$ cat src/logic/reset_cause_pkg.sv
/*
 Shared constants, register map and carrier types for the reset-cause
 status block. Assumes a single 125 MHz system clock and an APB master
 with 32-bit data; the block reset is the power-on reset of the device.
*/
// Behaviour
// - Power status register holds two flags: bit 0 brown-out, bit 1 power-on.
// - With brown-out detection enabled, power-on reset leaves the brown-out flag at one.
// - With brown-out detection disabled, the brown-out flag means nothing.
// - Software sets the brown-out flag; a brown-out reset clears it.
// - Power-on reset clears the power-on flag; other resets leave it alone.
package reset_cause_pkg;

    // Bus shape
    localparam int ADDR_W = 8;
    localparam int DATA_W = 32;

    // Register byte offsets
    localparam logic [ADDR_W-1:0] OFS_POWER_STATUS = 8'h00;
    localparam logic [ADDR_W-1:0] OFS_IRQ_STATUS = 8'h04;
    localparam logic [ADDR_W-1:0] OFS_IRQ_MASK = 8'h08;
    localparam logic [ADDR_W-1:0] OFS_CAUSE_INFO = 8'h0C;

    // Power status register fields
    localparam int BIT_BROWNOUT = 0;
    localparam int BIT_POR = 1;
    localparam int POWER_STATUS_W = 2;

    // Interrupt status and mask fields
    localparam int IRQ_BROWNOUT = 0;
    localparam int IRQ_POWERON = 1;
    localparam int IRQ_EXT_RESET = 2;
    localparam int IRQ_W = 3;

    // Values after reset
    localparam logic BROWNOUT_FLAG_RST = 1'b1;
    localparam logic POR_FLAG_RST = 1'b0;
    localparam logic [IRQ_W-1:0] IRQ_STATUS_RST = 3'h0;
    localparam logic [IRQ_W-1:0] IRQ_MASK_RST = 3'h0;

    // Timing
    localparam int CLK_HZ = 125_000_000;
    localparam int PWRUP_DELAY_MS = 72;
    localparam int PWRUP_DELAY_CYCLES = PWRUP_DELAY_MS * (CLK_HZ / 1000);
    localparam int TIMER_W = 24;
    localparam logic [1:0] SETTLE_CYCLES = 2'h3;

    // Request from the APB master
    typedef struct packed {
        logic psel;
        logic penable;
        logic pwrite;
        logic [ADDR_W-1:0] paddr;
        logic [DATA_W-1:0] pwdata;
    } apb_req_t;

    // Answer to the APB master
    typedef struct packed {
        logic pready;
        logic pslverr;
        logic [DATA_W-1:0] prdata;
    } apb_rsp_t;

    // Pins sampled through the synchroniser
    typedef struct packed {
        logic ext_reset;
        logic brownout_detect;
        logic powerup_timer_enable_cfg;
        logic brownout_enable_cfg;
    } pin_vec_t;

    // Power-up sequencer, Gray along start, hold, run
    typedef enum logic [1:0] {
        ST_START = 2'h0,
        ST_HOLD = 2'h1,
        ST_RUN = 2'h3
    } seq_state_t;

endpackage

$ cat src/logic/reset_cause_status.sv
/*
 Reset-cause status block: power status flags, power-up delay sequencer,
 reset event interrupts and an APB slave for the registers.
 Assumes rst is the device power-on reset, configuration and reset-source
 pins are asynchronous levels, and the APB master keeps to the protocol.
*/
// The APB register port and the placing of the registers are this design's own decisions.
module reset_cause_status #(
    parameter int PWRUP_DELAY_CYCLES = reset_cause_pkg::PWRUP_DELAY_CYCLES,
    parameter int TIMER_W = reset_cause_pkg::TIMER_W
) (
    // Clock and power-on reset
    input wire logic clk,
    input wire logic rst,
    // Configuration word bits
    input wire logic brownout_enable_cfg,
    input wire logic powerup_timer_enable_cfg,
    // Reset sources
    input wire logic brownout_detect,
    input wire logic ext_reset,
    // APB slave
    input wire reset_cause_pkg::apb_req_t apb_req,
    output reset_cause_pkg::apb_rsp_t apb_rsp_r,
    // Status and control outputs
    output logic brownout_flag_r,
    output logic por_flag_r,
    output logic reset_hold_r,
    output logic pwrt_active_r,
    output logic irq_r
);

    // Parameter sanity
    generate
        if (PWRUP_DELAY_CYCLES < 1 || PWRUP_DELAY_CYCLES > (2 ** TIMER_W)) begin : g_bad_delay
            $error("power-up delay does not fit the timer width");
        end
    endgenerate

    // Synchronised pins
    reset_cause_pkg::pin_vec_t pins_raw;
    reset_cause_pkg::pin_vec_t pins_s;
    logic bod_prev_r;
    logic ext_prev_r;
    logic bod_on;
    logic timer_on;
    logic bod_rise;
    logic ext_rise;

    assign pins_raw.ext_reset = ext_reset;
    assign pins_raw.brownout_detect = brownout_detect;
    assign pins_raw.powerup_timer_enable_cfg = powerup_timer_enable_cfg;
    assign pins_raw.brownout_enable_cfg = brownout_enable_cfg;

    pin_sync #(
        .W($bits(reset_cause_pkg::pin_vec_t))
    ) u_pin_sync (
        .clk(clk),
        .rst(rst),
        .async_in(pins_raw),
        .sync_out(pins_s)
    );

    // Event edges; a detector is ignored while brown-out is off
    assign bod_on = pins_s.brownout_enable_cfg;
    assign timer_on = bod_on | pins_s.powerup_timer_enable_cfg;
    assign bod_rise = bod_on & pins_s.brownout_detect & ~bod_prev_r;
    assign ext_rise = pins_s.ext_reset & ~ext_prev_r;

    always_ff @(posedge clk or posedge rst) begin
        if (rst) begin
            bod_prev_r <= 1'b0;
            ext_prev_r <= 1'b0;
        end else begin
            bod_prev_r <= pins_s.brownout_detect;
            ext_prev_r <= pins_s.ext_reset;
        end
    end

    // APB decode
    logic apb_access;
    logic apb_done;
    logic wr_done;
    logic hit_ps;
    logic hit_irq;
    logic hit_mask;
    logic hit_info;
    logic addr_hit;
    logic [reset_cause_pkg::DATA_W-1:0] rd_mux;

    assign apb_access = apb_req.psel & apb_req.penable;
    assign apb_done = apb_access & apb_rsp_r.pready;
    assign wr_done = apb_done & apb_req.pwrite & ~apb_rsp_r.pslverr;
    assign hit_ps = apb_req.paddr == reset_cause_pkg::OFS_POWER_STATUS;
    assign hit_irq = apb_req.paddr == reset_cause_pkg::OFS_IRQ_STATUS;
    assign hit_mask = apb_req.paddr == reset_cause_pkg::OFS_IRQ_MASK;
    assign hit_info = apb_req.paddr == reset_cause_pkg::OFS_CAUSE_INFO;
    assign addr_hit = hit_ps | hit_irq | hit_mask | hit_info;

    // Sequencer state
    reset_cause_pkg::seq_state_t state_r;
    reset_cause_pkg::seq_state_t state_nxt;
    logic [1:0] settle_r;
    logic [1:0] settle_nxt;
    logic settle_done;
    logic [TIMER_W-1:0] tmr_r;
    logic [TIMER_W-1:0] tmr_nxt;
    logic tmr_load;
    logic hold_nxt;
    logic poweron_ev;

    // Registers
    logic brownout_nxt;
    logic por_nxt;
    logic [reset_cause_pkg::IRQ_W-1:0] irq_st_r;
    logic [reset_cause_pkg::IRQ_W-1:0] irq_st_nxt;
    logic [reset_cause_pkg::IRQ_W-1:0] irq_ev;
    logic [reset_cause_pkg::IRQ_W-1:0] irq_w1c;
    logic [reset_cause_pkg::IRQ_W-1:0] mask_r;
    logic [reset_cause_pkg::IRQ_W-1:0] mask_nxt;

    // Read data; only two flags exist in the power status word
    assign rd_mux = hit_ps ? {30'h0, por_flag_r, brownout_flag_r} :
                    hit_irq ? {29'h0, irq_st_r} :
                    hit_mask ? {29'h0, mask_r} :
                    hit_info ? {26'h0, state_r, reset_hold_r, pwrt_active_r,
                                pins_s.powerup_timer_enable_cfg, bod_on} :
                    32'h0;

    // One wait state, so read data always leave a flop
    always_ff @(posedge clk or posedge rst) begin
        if (rst) begin
            apb_rsp_r <= '0;
        end else begin
            apb_rsp_r.pready <= apb_access & ~apb_rsp_r.pready;
            apb_rsp_r.pslverr <= apb_access & ~apb_rsp_r.pready & ~addr_hit;
            apb_rsp_r.prdata <= (apb_access & ~apb_rsp_r.pready & ~apb_req.pwrite) ?
                                rd_mux : 32'h0;
        end
    end

    // Power status flags; hardware clear beats a software set
    assign brownout_nxt = bod_rise ? 1'b0 :
                          (wr_done & hit_ps) ? apb_req.pwdata[reset_cause_pkg::BIT_BROWNOUT] :
                          brownout_flag_r;
    assign por_nxt = (wr_done & hit_ps) ? apb_req.pwdata[reset_cause_pkg::BIT_POR] :
                     por_flag_r;

    // Power-on values are constants taken at the reset itself
    always_ff @(posedge clk or posedge rst) begin
        if (rst) begin
            brownout_flag_r <= reset_cause_pkg::BROWNOUT_FLAG_RST;
            por_flag_r <= reset_cause_pkg::POR_FLAG_RST;
        end else begin
            brownout_flag_r <= brownout_nxt;
            por_flag_r <= por_nxt;
        end
    end

    // Sticky events, write one to clear, a new event wins
    assign irq_ev = {ext_rise, poweron_ev, bod_rise};
    assign irq_w1c = (wr_done & hit_irq) ? apb_req.pwdata[reset_cause_pkg::IRQ_W-1:0] : 3'h0;
    assign irq_st_nxt = (irq_st_r & ~irq_w1c) | irq_ev;
    assign mask_nxt = (wr_done & hit_mask) ? apb_req.pwdata[reset_cause_pkg::IRQ_W-1:0] : mask_r;

    always_ff @(posedge clk or posedge rst) begin
        if (rst) begin
            irq_st_r <= reset_cause_pkg::IRQ_STATUS_RST;
            mask_r <= reset_cause_pkg::IRQ_MASK_RST;
            irq_r <= 1'b0;
        end else begin
            irq_st_r <= irq_st_nxt;
            mask_r <= mask_nxt;
            irq_r <= |(irq_st_nxt & mask_nxt);
        end
    end

    // Settle counter lets the synchronised straps become valid
    assign settle_done = settle_r == reset_cause_pkg::SETTLE_CYCLES;
    assign settle_nxt = (state_r == reset_cause_pkg::ST_START && !settle_done) ?
                        settle_r + 2'h1 : settle_r;
    assign poweron_ev = (state_r == reset_cause_pkg::ST_START) & settle_done;

    // Next sequencer state
    always_comb begin
        state_nxt = state_r;
        case (state_r)
            reset_cause_pkg::ST_START: begin
                if (settle_done) begin
                    state_nxt = timer_on ? reset_cause_pkg::ST_HOLD : reset_cause_pkg::ST_RUN;
                end
            end
            reset_cause_pkg::ST_HOLD: begin
                if (!bod_rise && tmr_r == '0) begin
                    state_nxt = reset_cause_pkg::ST_RUN;
                end
            end
            reset_cause_pkg::ST_RUN: begin
                if (bod_rise && timer_on) begin
                    state_nxt = reset_cause_pkg::ST_HOLD;
                end
            end
            default: begin
                state_nxt = reset_cause_pkg::ST_START;
            end
        endcase
    end

    // A brown-out during the hold restarts the full delay
    assign tmr_load = (state_nxt == reset_cause_pkg::ST_HOLD) &
                      ((state_r != reset_cause_pkg::ST_HOLD) | bod_rise);
    assign tmr_nxt = tmr_load ? TIMER_W'(PWRUP_DELAY_CYCLES - 1) :
                     (state_r == reset_cause_pkg::ST_HOLD && tmr_r != '0) ?
                     tmr_r - 1'b1 : tmr_r;
    // A brown-out is seen only with the timer on, so it always gives the full delay
    assign hold_nxt = (state_nxt != reset_cause_pkg::ST_RUN) | bod_rise;

    always_ff @(posedge clk or posedge rst) begin
        if (rst) begin
            state_r <= reset_cause_pkg::ST_START;
            settle_r <= 2'h0;
            tmr_r <= '0;
            reset_hold_r <= 1'b1;
            pwrt_active_r <= 1'b0;
        end else begin
            state_r <= state_nxt;
            settle_r <= settle_nxt;
            tmr_r <= tmr_nxt;
            reset_hold_r <= hold_nxt;
            pwrt_active_r <= timer_on;
        end
    end

    // Checks
    logic first_r;

    always_ff @(posedge clk or posedge rst) begin
        if (rst) begin
            first_r <= 1'b1;
        end else begin
            first_r <= 1'b0;
        end
    end
endmodule

$ cat src/logic/pin_sync.sv
/*
 Two-flop synchroniser for a vector of slow, independent levels.
 Assumes each bit is a quasi-static level; no bus coherence is offered.
*/
module pin_sync #(
    parameter int W = 4
) (
    // Clock and reset
    input wire logic clk,
    input wire logic rst,
    // Levels
    input wire logic [W-1:0] async_in,
    output logic [W-1:0] sync_out
);

    logic [W-1:0] meta_r;

    generate
        if (W < 1) begin : g_bad_width
            $error("pin_sync width must be at least one");
        end
    endgenerate

    // First stage is read only by the second
    always_ff @(posedge clk or posedge rst) begin
        if (rst) begin
            meta_r <= '0;
            sync_out <= '0;
        end else begin
            meta_r <= async_in;
            sync_out <= meta_r;
        end
    end

endmodule

$ cat config.mk
export PLATFORM = sky130hd
export DESIGN_NAME = reset_cause_status
export DESIGN_NICKNAME = d
export VERILOG_FILES = /design/src/logic/reset_cause_pkg.sv /design/src/logic/reset_cause_status.sv /design/src/logic/pin_sync.sv
export SDC_FILE = /design/constraint.sdc
export NUM_CORES = 1
export LEC_CHECK = 0
export BUFFER_PORTS_ARGS = -buffer_cell sky130_fd_sc_hd__clkbuf_2
export CAP_MARGIN = 40
export CORE_UTILIZATION = 50
export CTS_BUF_LIST = sky130_fd_sc_hd__clkbuf_8 sky130_fd_sc_hd__clkbuf_16
export DETAILED_ROUTE_END_ITERATION = 7
export HOLD_SLACK_MARGIN = 0.1
export PLACE_DENSITY = 0.86
export SYNTH_ARGS = -nofsm -noshare
export SYNTH_HDL_FRONTEND = slang
export SYNTH_SLANG_ARGS = --single-unit
$ cat constraint.sdc
create_clock -name clk -period 3.84 [get_ports clk]
set_input_delay 0 -clock clk [delete_from_list [all_inputs] [get_ports clk]]
set_output_delay 0 -clock clk [all_outputs]
set_load 0.02 [all_outputs]
==> results of run 1 <==
registers in the layout, indices dropped and copies added (netlist names), 2 cells and up:
register             count
tmr_r                   24
irq_st_r                 3
u_pin_sync.meta_r        4
apb_rsp_r                8
settle_r                 2
u_pin_sync.sync_out      4
mask_r                   3
state_r                  2
path summary, 6_finish.rpt:
kind,start,end,depth (start not counted)
setup / recovery,tmr_r[16],tmr_r[23],5
hold / removal,apb_req[39],mask_r[1],4
setup reg to reg,tmr_r[16],tmr_r[23],5
hold reg to reg,u_pin_sync.meta_r[0],u_pin_sync.sync_out[0],0
max in group asynchronous,rst,tmr_r[8],4
min in group asynchronous,rst,apb_rsp_r[33],4
area by class of cell:
type,instances,area (µm²)
clock buffer,12,165
clock inverter,4,50.0
fill,412,1920
inverter,7,26.3
multi-input combinational,182,1180
sequential,57,1430
tap,70,87.6
timing repair buffer,51,345
cell families after synthesis:
group | after synthesis | synth area share
and+or+nand+nor | 92 | 0.190
DFF | 57 | 0.516
AOI/OAI and AO/OA | 42 | 0.111
buffers and inverters | 40 | 0.0926
xor gates and xnor gates | 10 | 0.0316
muxes | 9 | 0.0443
adders and majority gates | 3 | 0.0136
other | 1 | 0.00135
timing repair:
action,in CTS,in global routing
hold buffers,17,0
setup buffers,0,0
hold endpoints to repair,75,0
layer usage:
metal	global-route usage	share of wire	wire length, µm	vias up
met5	0.0182	0	0	-
met4	0.156	0.039	208	0
met3	0.0503	0.039	210	18
met2	0.295	0.48	2570	64
met1	0.245	0.45	2400	983
li1	-	-	-	974
cells in the final DEF (no fill, tap or decap), types with 2 or more instances in the layout:
cell / n
nand3b_1: 2
and2_1: 3
nor2_1: 16
o21bai_1: 2
a22oi_1: 2
nand4_1: 5
or3_1: 16
conb_1: 26
inv_1: 6
and4_1: 3
mux2_2: 6
or4_1: 3
o31a_1: 6
dfstp_2: 2
nor4_1: 11
nor3_1: 4
buf_4: 2
a21oi_1: 8
dlygate4sd3_1: 17
o31ai_1: 2
or2_2: 2
dfrtp_1: 55
o21ai_2: 4
clkinvlp_4: 2
o21ai_0: 10
clkbuf_8: 12
xor2_1: 9
ha_1: 3
nor2b_1: 2
mux4_2: 2
nand2b_1: 5
clkbuf_2: 32
nand2_1: 13
nand3_1: 3
power by group:
part	internal, mW	switching (mW)	leakage, nW
Clock	0.351	0.238	0.105
Combinational	0.0705	0.116	0.664
Sequential	0.634	0.0347	0.677
Total	1.06	0.389	1.44
through the flow:
stage                     utilization  setup slack [ns]
after floorplan                     -              1.52
after global placement          0.556              1.15
after detailed placement        0.556              1.13
after CTS                       0.630              1.13
after global routing            0.630             0.957
final                           0.630              1.12
critical path: stages, from the launching register on:
cell	delay [ns]
dfrtp_1	0.43
nor4_1	0.57
nand4_1	0.69
o211ai_4	0.51
nor4_1	0.08
or3_1	0.32
==> impl_metrics.yaml, run 1 <==
clocking:
  path_clk_slew_ns: 0.07
  cts_buffers: 9
  clkSinkCount: 57
  cts.path.max_buffers: 2
  clkLatencyLatePin_ns: 0.34
  cts_tree: "yes"
  root_buffer: "clkbuf_8"
  htree_levels: 3
  cts-resized-gates: 0
final_layout:
  design_area_um2: 3280
  drive_above_1_share: 0.227
  area_delta_synth_final_pct: 18.5
  final-instance-count-excl-fill: 383
  nets: 360
  antenna_cells: 0
floorplan:
  start_util: 0.532
  rows: 26
  die_h_um: 76.4
  dieArea_um2: 5840
  ios: 88
  fp.dieW_um: 76.4
  core_um2: 5200
logic_synthesis:
  yosysMostFrequentCell: "dfrtp_1"
  synth_common_cells: "dfrtp_1, buf_4, nor2_1, or3_1, nand2_1"
  syn_area_um2: 2770
  synth.distinct_cells: 47
  synth_area_leaders: "dfrtp_1, buf_4, or3_1"
  synth-seq-cells: 57
  async_flop_share: 1.00
  avgSynthCellArea_um2: 10.9
  ys.flop_type: "dfrtp_1"
  synth_top_cell_area_share: 0.497
  synth_area_leader_cell: "dfrtp_1"
  synth_edf_count: 0
  yosys_warnings: 0
  synth_cells: 254
  yosysSeqAreaShare: 0.516
detailed_routing:
  vias_per_cell: 5.32
  drt_pass1_iterations: 4
  drt-initial-drc-count: 193
  wirelength_um: 5400
  wl_per_cell_um: 14.1
  dr_total_vias: 2039
  drc: 0
  drtAntennaViolNets: 0
sta:
  layout_min_cycle_time_ns: 2.72
  timing.final.crit_share: 0.708
  worstMarginPinSlew_ns: 0.876
  report.final.slew_viol_count: 0
  finalSetupViolCount: 0
  tns_ns: 0
  hold_viol_final: 0
  relSlewSlack: 0.410
  rsz0062_at_grt: "false"
  clock_skew_ns: 0.00548
  holdWs_ns: 0.161
  fmax_mhz: 368
grt:
  gr-total-overflow: 0
  grt_usage: 0.199
  first_global_vias: 1917
  antenna_found_initial: 0
  grt_pass1_wl_um: 8800
  grt_max_degree: 58
placement:
  hpwlAfterDp_um: 3380
  gp_congestion: 0.832
  placed_cell_area_um2: 2900
  io_buffers: 32
  post-place-cells: 350
pwr:
  power_density_nw_per_um2: 440
  leakagePower_nw: 1.44
  total_power_mw: 1.44
  peakVddDrop_mv: 0.209
run:
  drv_cap: 0
run_status:
  status: "completed"
worst_setup_path:
  arrival_ns: 2.94
  rrSetupSlack_ns: 1.12
  critPathMaxFanout: 12
  crit_type: "reg -> reg"
  cp.required_ns: 4.06
  startpoint_type: "flip-flop"
  worstSetupEndpointType: "flip-flop"
min_path:
  holdCritPathClass: "in -> reg"
No activity file was read; power rests on OpenSTA's default activity.
==> inputs of run 2 (changes only) <==
ABC_AREA = 1   (was not set)
CORE_UTILIZATION = 48   (was 50)
PLACE_DENSITY = 0.84   (was 0.86)
clock period = 2.25 ns   (was 3.84 ns; I/O delays follow)
==> run 2 against run 1 <==
  * The run now ends with DRC left
  * Power rose by 71%
  * Synthesized area rose by 16%
  * Wire length rose by 31%
  * Largest cell class is now multi-input combinational cells
  * Highest routed layer unchanged
==> impl_metrics.yaml, run 2 <==
run_status:
  status: "complete, but fails checks"
  violations: "DRC"
sta:
  finalSetupViolCount: 0
  layout_min_cycle_time_ns: 2.09
  tns_ns: 0
  worstMarginPinSlew_ns: 0.722
  report.final.slew_viol_count: 0
  rsz0062_at_grt: "false"
  clock_skew_ns: 0.0103
  fmax_mhz: 479
  hold_viol_final: 0
  timing.final.crit_share: 0.928
  relSlewSlack: 0.518
worst_setup_path:
  slowest_delay_ns: 0.66
  startpoint_type: "flip-flop"
  path_cells: "nand2_1, nor3_2, nand4_2, dlygate4sd3_1, o21ai_0, nand2_1, nand3_1"
  worst_path_max_delay_cell: "dlygate4sd3_1"
  critPathMaxFanout: 4
  crit_type: "reg -> reg"
  r2r_cells: 7
  rrSetupSlack_ns: 0.16
  cp.required_ns: 2.54
  r2r-end: "irq_r"
  r2r_start: "apb_rsp_r[33]"
  arrival_ns: 2.38
  critPathMostFrequentCell: "nand2_1"
  worstSetupEndpointType: "flip-flop"
clocking:
  cts_setup_buffers: 0
  path_clk_slew_ns: 0.08
  root_buffer: "clkbuf_8"
  cts_tree: "yes"
  htree_levels: 3
  cts.path.max_buffers: 2
  clkSinkCount: 57
  clkLatencyLatePin_ns: 0.36
  cts_buffers: 9
final_layout:
  layout_common_cells: "nand2_1, dfrtp_1, nor2_1"
  final_common_cell: "nand2_1"
  drive_above_1_share: 0.242
  reg.largest.list: "tmr_r: 24 flops, apb_rsp_r: 8 flops"
  largest_reg_flops: 24
  antenna_cells: 0
  nets: 506
  finish.utilization: 0.596
  regMostFlops: "tmr_r"
  area_delta_synth_final_pct: 19.1
floorplan:
  start_util: 0.501
  rows: 29
  ios: 88
  dieArea_um2: 7030
  die_h_um: 83.9
  fp.dieW_um: 83.9
  core_um2: 6420
min_path:
  hold_end: "apb_rsp_r[4]"
  hp-start: "apb_req[34]"
  holdCritPathClass: "in -> reg"
  hold_depth: 3
logic_synthesis:
  yosys_warnings: 0
  synth_area_leader_cell: "dfrtp_1"
  synth_edf_count: 0
  synth_area_leaders: "dfrtp_1, nand2_1, buf_4"
  synth-seq-cells: 57
  async_flop_share: 1.00
  synth_top_cell_area_share: 0.428
  ys.flop_type: "dfrtp_1"
  synth_common_cells: "nand2_1, dfrtp_1, nor2_1, inv_1, buf_4"
  synth.distinct_cells: 38
  yosysSeqAreaShare: 0.444
  avgSynthCellArea_um2: 8.33
  syn_area_um2: 3220
  synth_cells: 386
  yosysMostFrequentCell: "nand2_1"
pwr:
  power_density_nw_per_um2: 645
  peakVddDrop_mv: 0.335
  total_power_mw: 2.47
  leakagePower_nw: 1.81
detailed_routing:
  dr_total_vias: 2792
  wl_per_cell_um: 13.2
  drc: 11
  drtAntennaViolNets: 0
  drt-initial-drc-count: 201
  vias_per_cell: 5.21
  wirelength_um: 7090
  drt_pass1_iterations: 7
run:
  drv_cap: 0
placement:
  hpwlAfterDp_um: 4850
  gp_congestion: 0.908
  io_buffers: 32
grt:
  grt_pass1_wl_um: 11900
  first_global_vias: 2669
  antenna_found_initial: 0
  grt_max_degree: 36
  gr-total-overflow: 0
  grt_usage: 0.221
[run 2: cell count changes in the layout (fill, tap and decap cells not counted), sizes merged, moves of 6 or more]
cell         delta
nor2           +52
nand3          +22
or3            -16
nor4           -12
nand2          +83
dlygate4sd3     +7
inv            +40
o31a            -6
nand4           +8
[run 2: worst max path at each step]
| stage | startpoint | endpoint | slack, ns | cells after the start |
|---|---|---|---|---|
| 2_1_floorplan | tmr_r[0] | tmr_r[8] | 0.59 | 10 |
| 6_report | apb_rsp_r[33] | irq_r | 0.16 | 7 |
| 3_3_place_gp | tmr_r[0] | tmr_r[8] | 0.48 | 10 |
| 5_1_grt | apb_rsp_r[33] | irq_r | 0.03 | 7 |
| 4_1_cts | apb_req[41] | apb_rsp_r[3] | 0.14 | 8 |
| 3_5_place_dp | tmr_r[0] | tmr_r[12] | 0.41 | 9 |
[run 2: cell families (layout without fill, tap and decap cells)]
logic type / count (synthesis) / after routing / synth area share
adders and majority gates: 3 / 3 / 0.0117
AOI/OAI and AO/OA: 26 / 26 / 0.0455
and+or+nand+nor: 218 / 218 / 0.350
xor gates and xnor gates: 10 / 10 / 0.0272
buffers and inverters: 70 / 118 / 0.116
DFF: 57 / 57 / 0.444
other: 1 / 26 / 0.00117
muxes: 1 / 1 / 0.00350
[run 2: cell type report]
type                            instances  area [µm²]
Clock buffer                            9         124
Clock inverter                          7        82.6
Fill cell                             517        2590
Inverter                               43         164
Multi-Input combinational cell        284        1510
Sequential cell                        57        1430
Tap cell                               77        96.3
Timing Repair Buffer                   59         423
[run 2: metrics by stage]
step	instances	cell area, µm²	hold slack (ns)	worst slack, ns
2_1_floorplan	411	3310	0.0314	0.588
3_3_place_gp	496	3380	0.110	0.479
3_5_place_dp	496	3380	0.110	0.413
4_1_cts	536	3820	0.107	0.141
5_1_grt	536	3830	0.154	0.0341
6_report	536	3830	0.118	0.162
[run 2: repair_timing]
item,CTS,global route
gates resized for setup,0,1
hold buffers,24,0
hold endpoints to repair,53,0
setup endpoints to repair,0,1
[run 2: where the power goes]
group	internal, mW	switching, mW
Sequential	1.08	0.0522
Combinational	0.113	0.205
Clock	0.532	0.491
Total	1.72	0.749
[run 2: layer usage]
layer / vias up / track usage / share of wire
met5: - / 0 / 0
met3: 31 / 0.0554 / 0.059
li1: 1319 / - / -
met2: 128 / 0.356 / 0.49
met1: 1314 / 0.264 / 0.41
met4: 0 / 0.138 / 0.040
[run 2: worst max-delay path: cells and delay by family, from the launching register on]
family	cells	cell delay [ns]
buffers and inverters	1	0.66
AO/OA/AOI/OAI	1	0.23
flip-flops	1	0.41
AND/OR/NAND/NOR	5	0.71
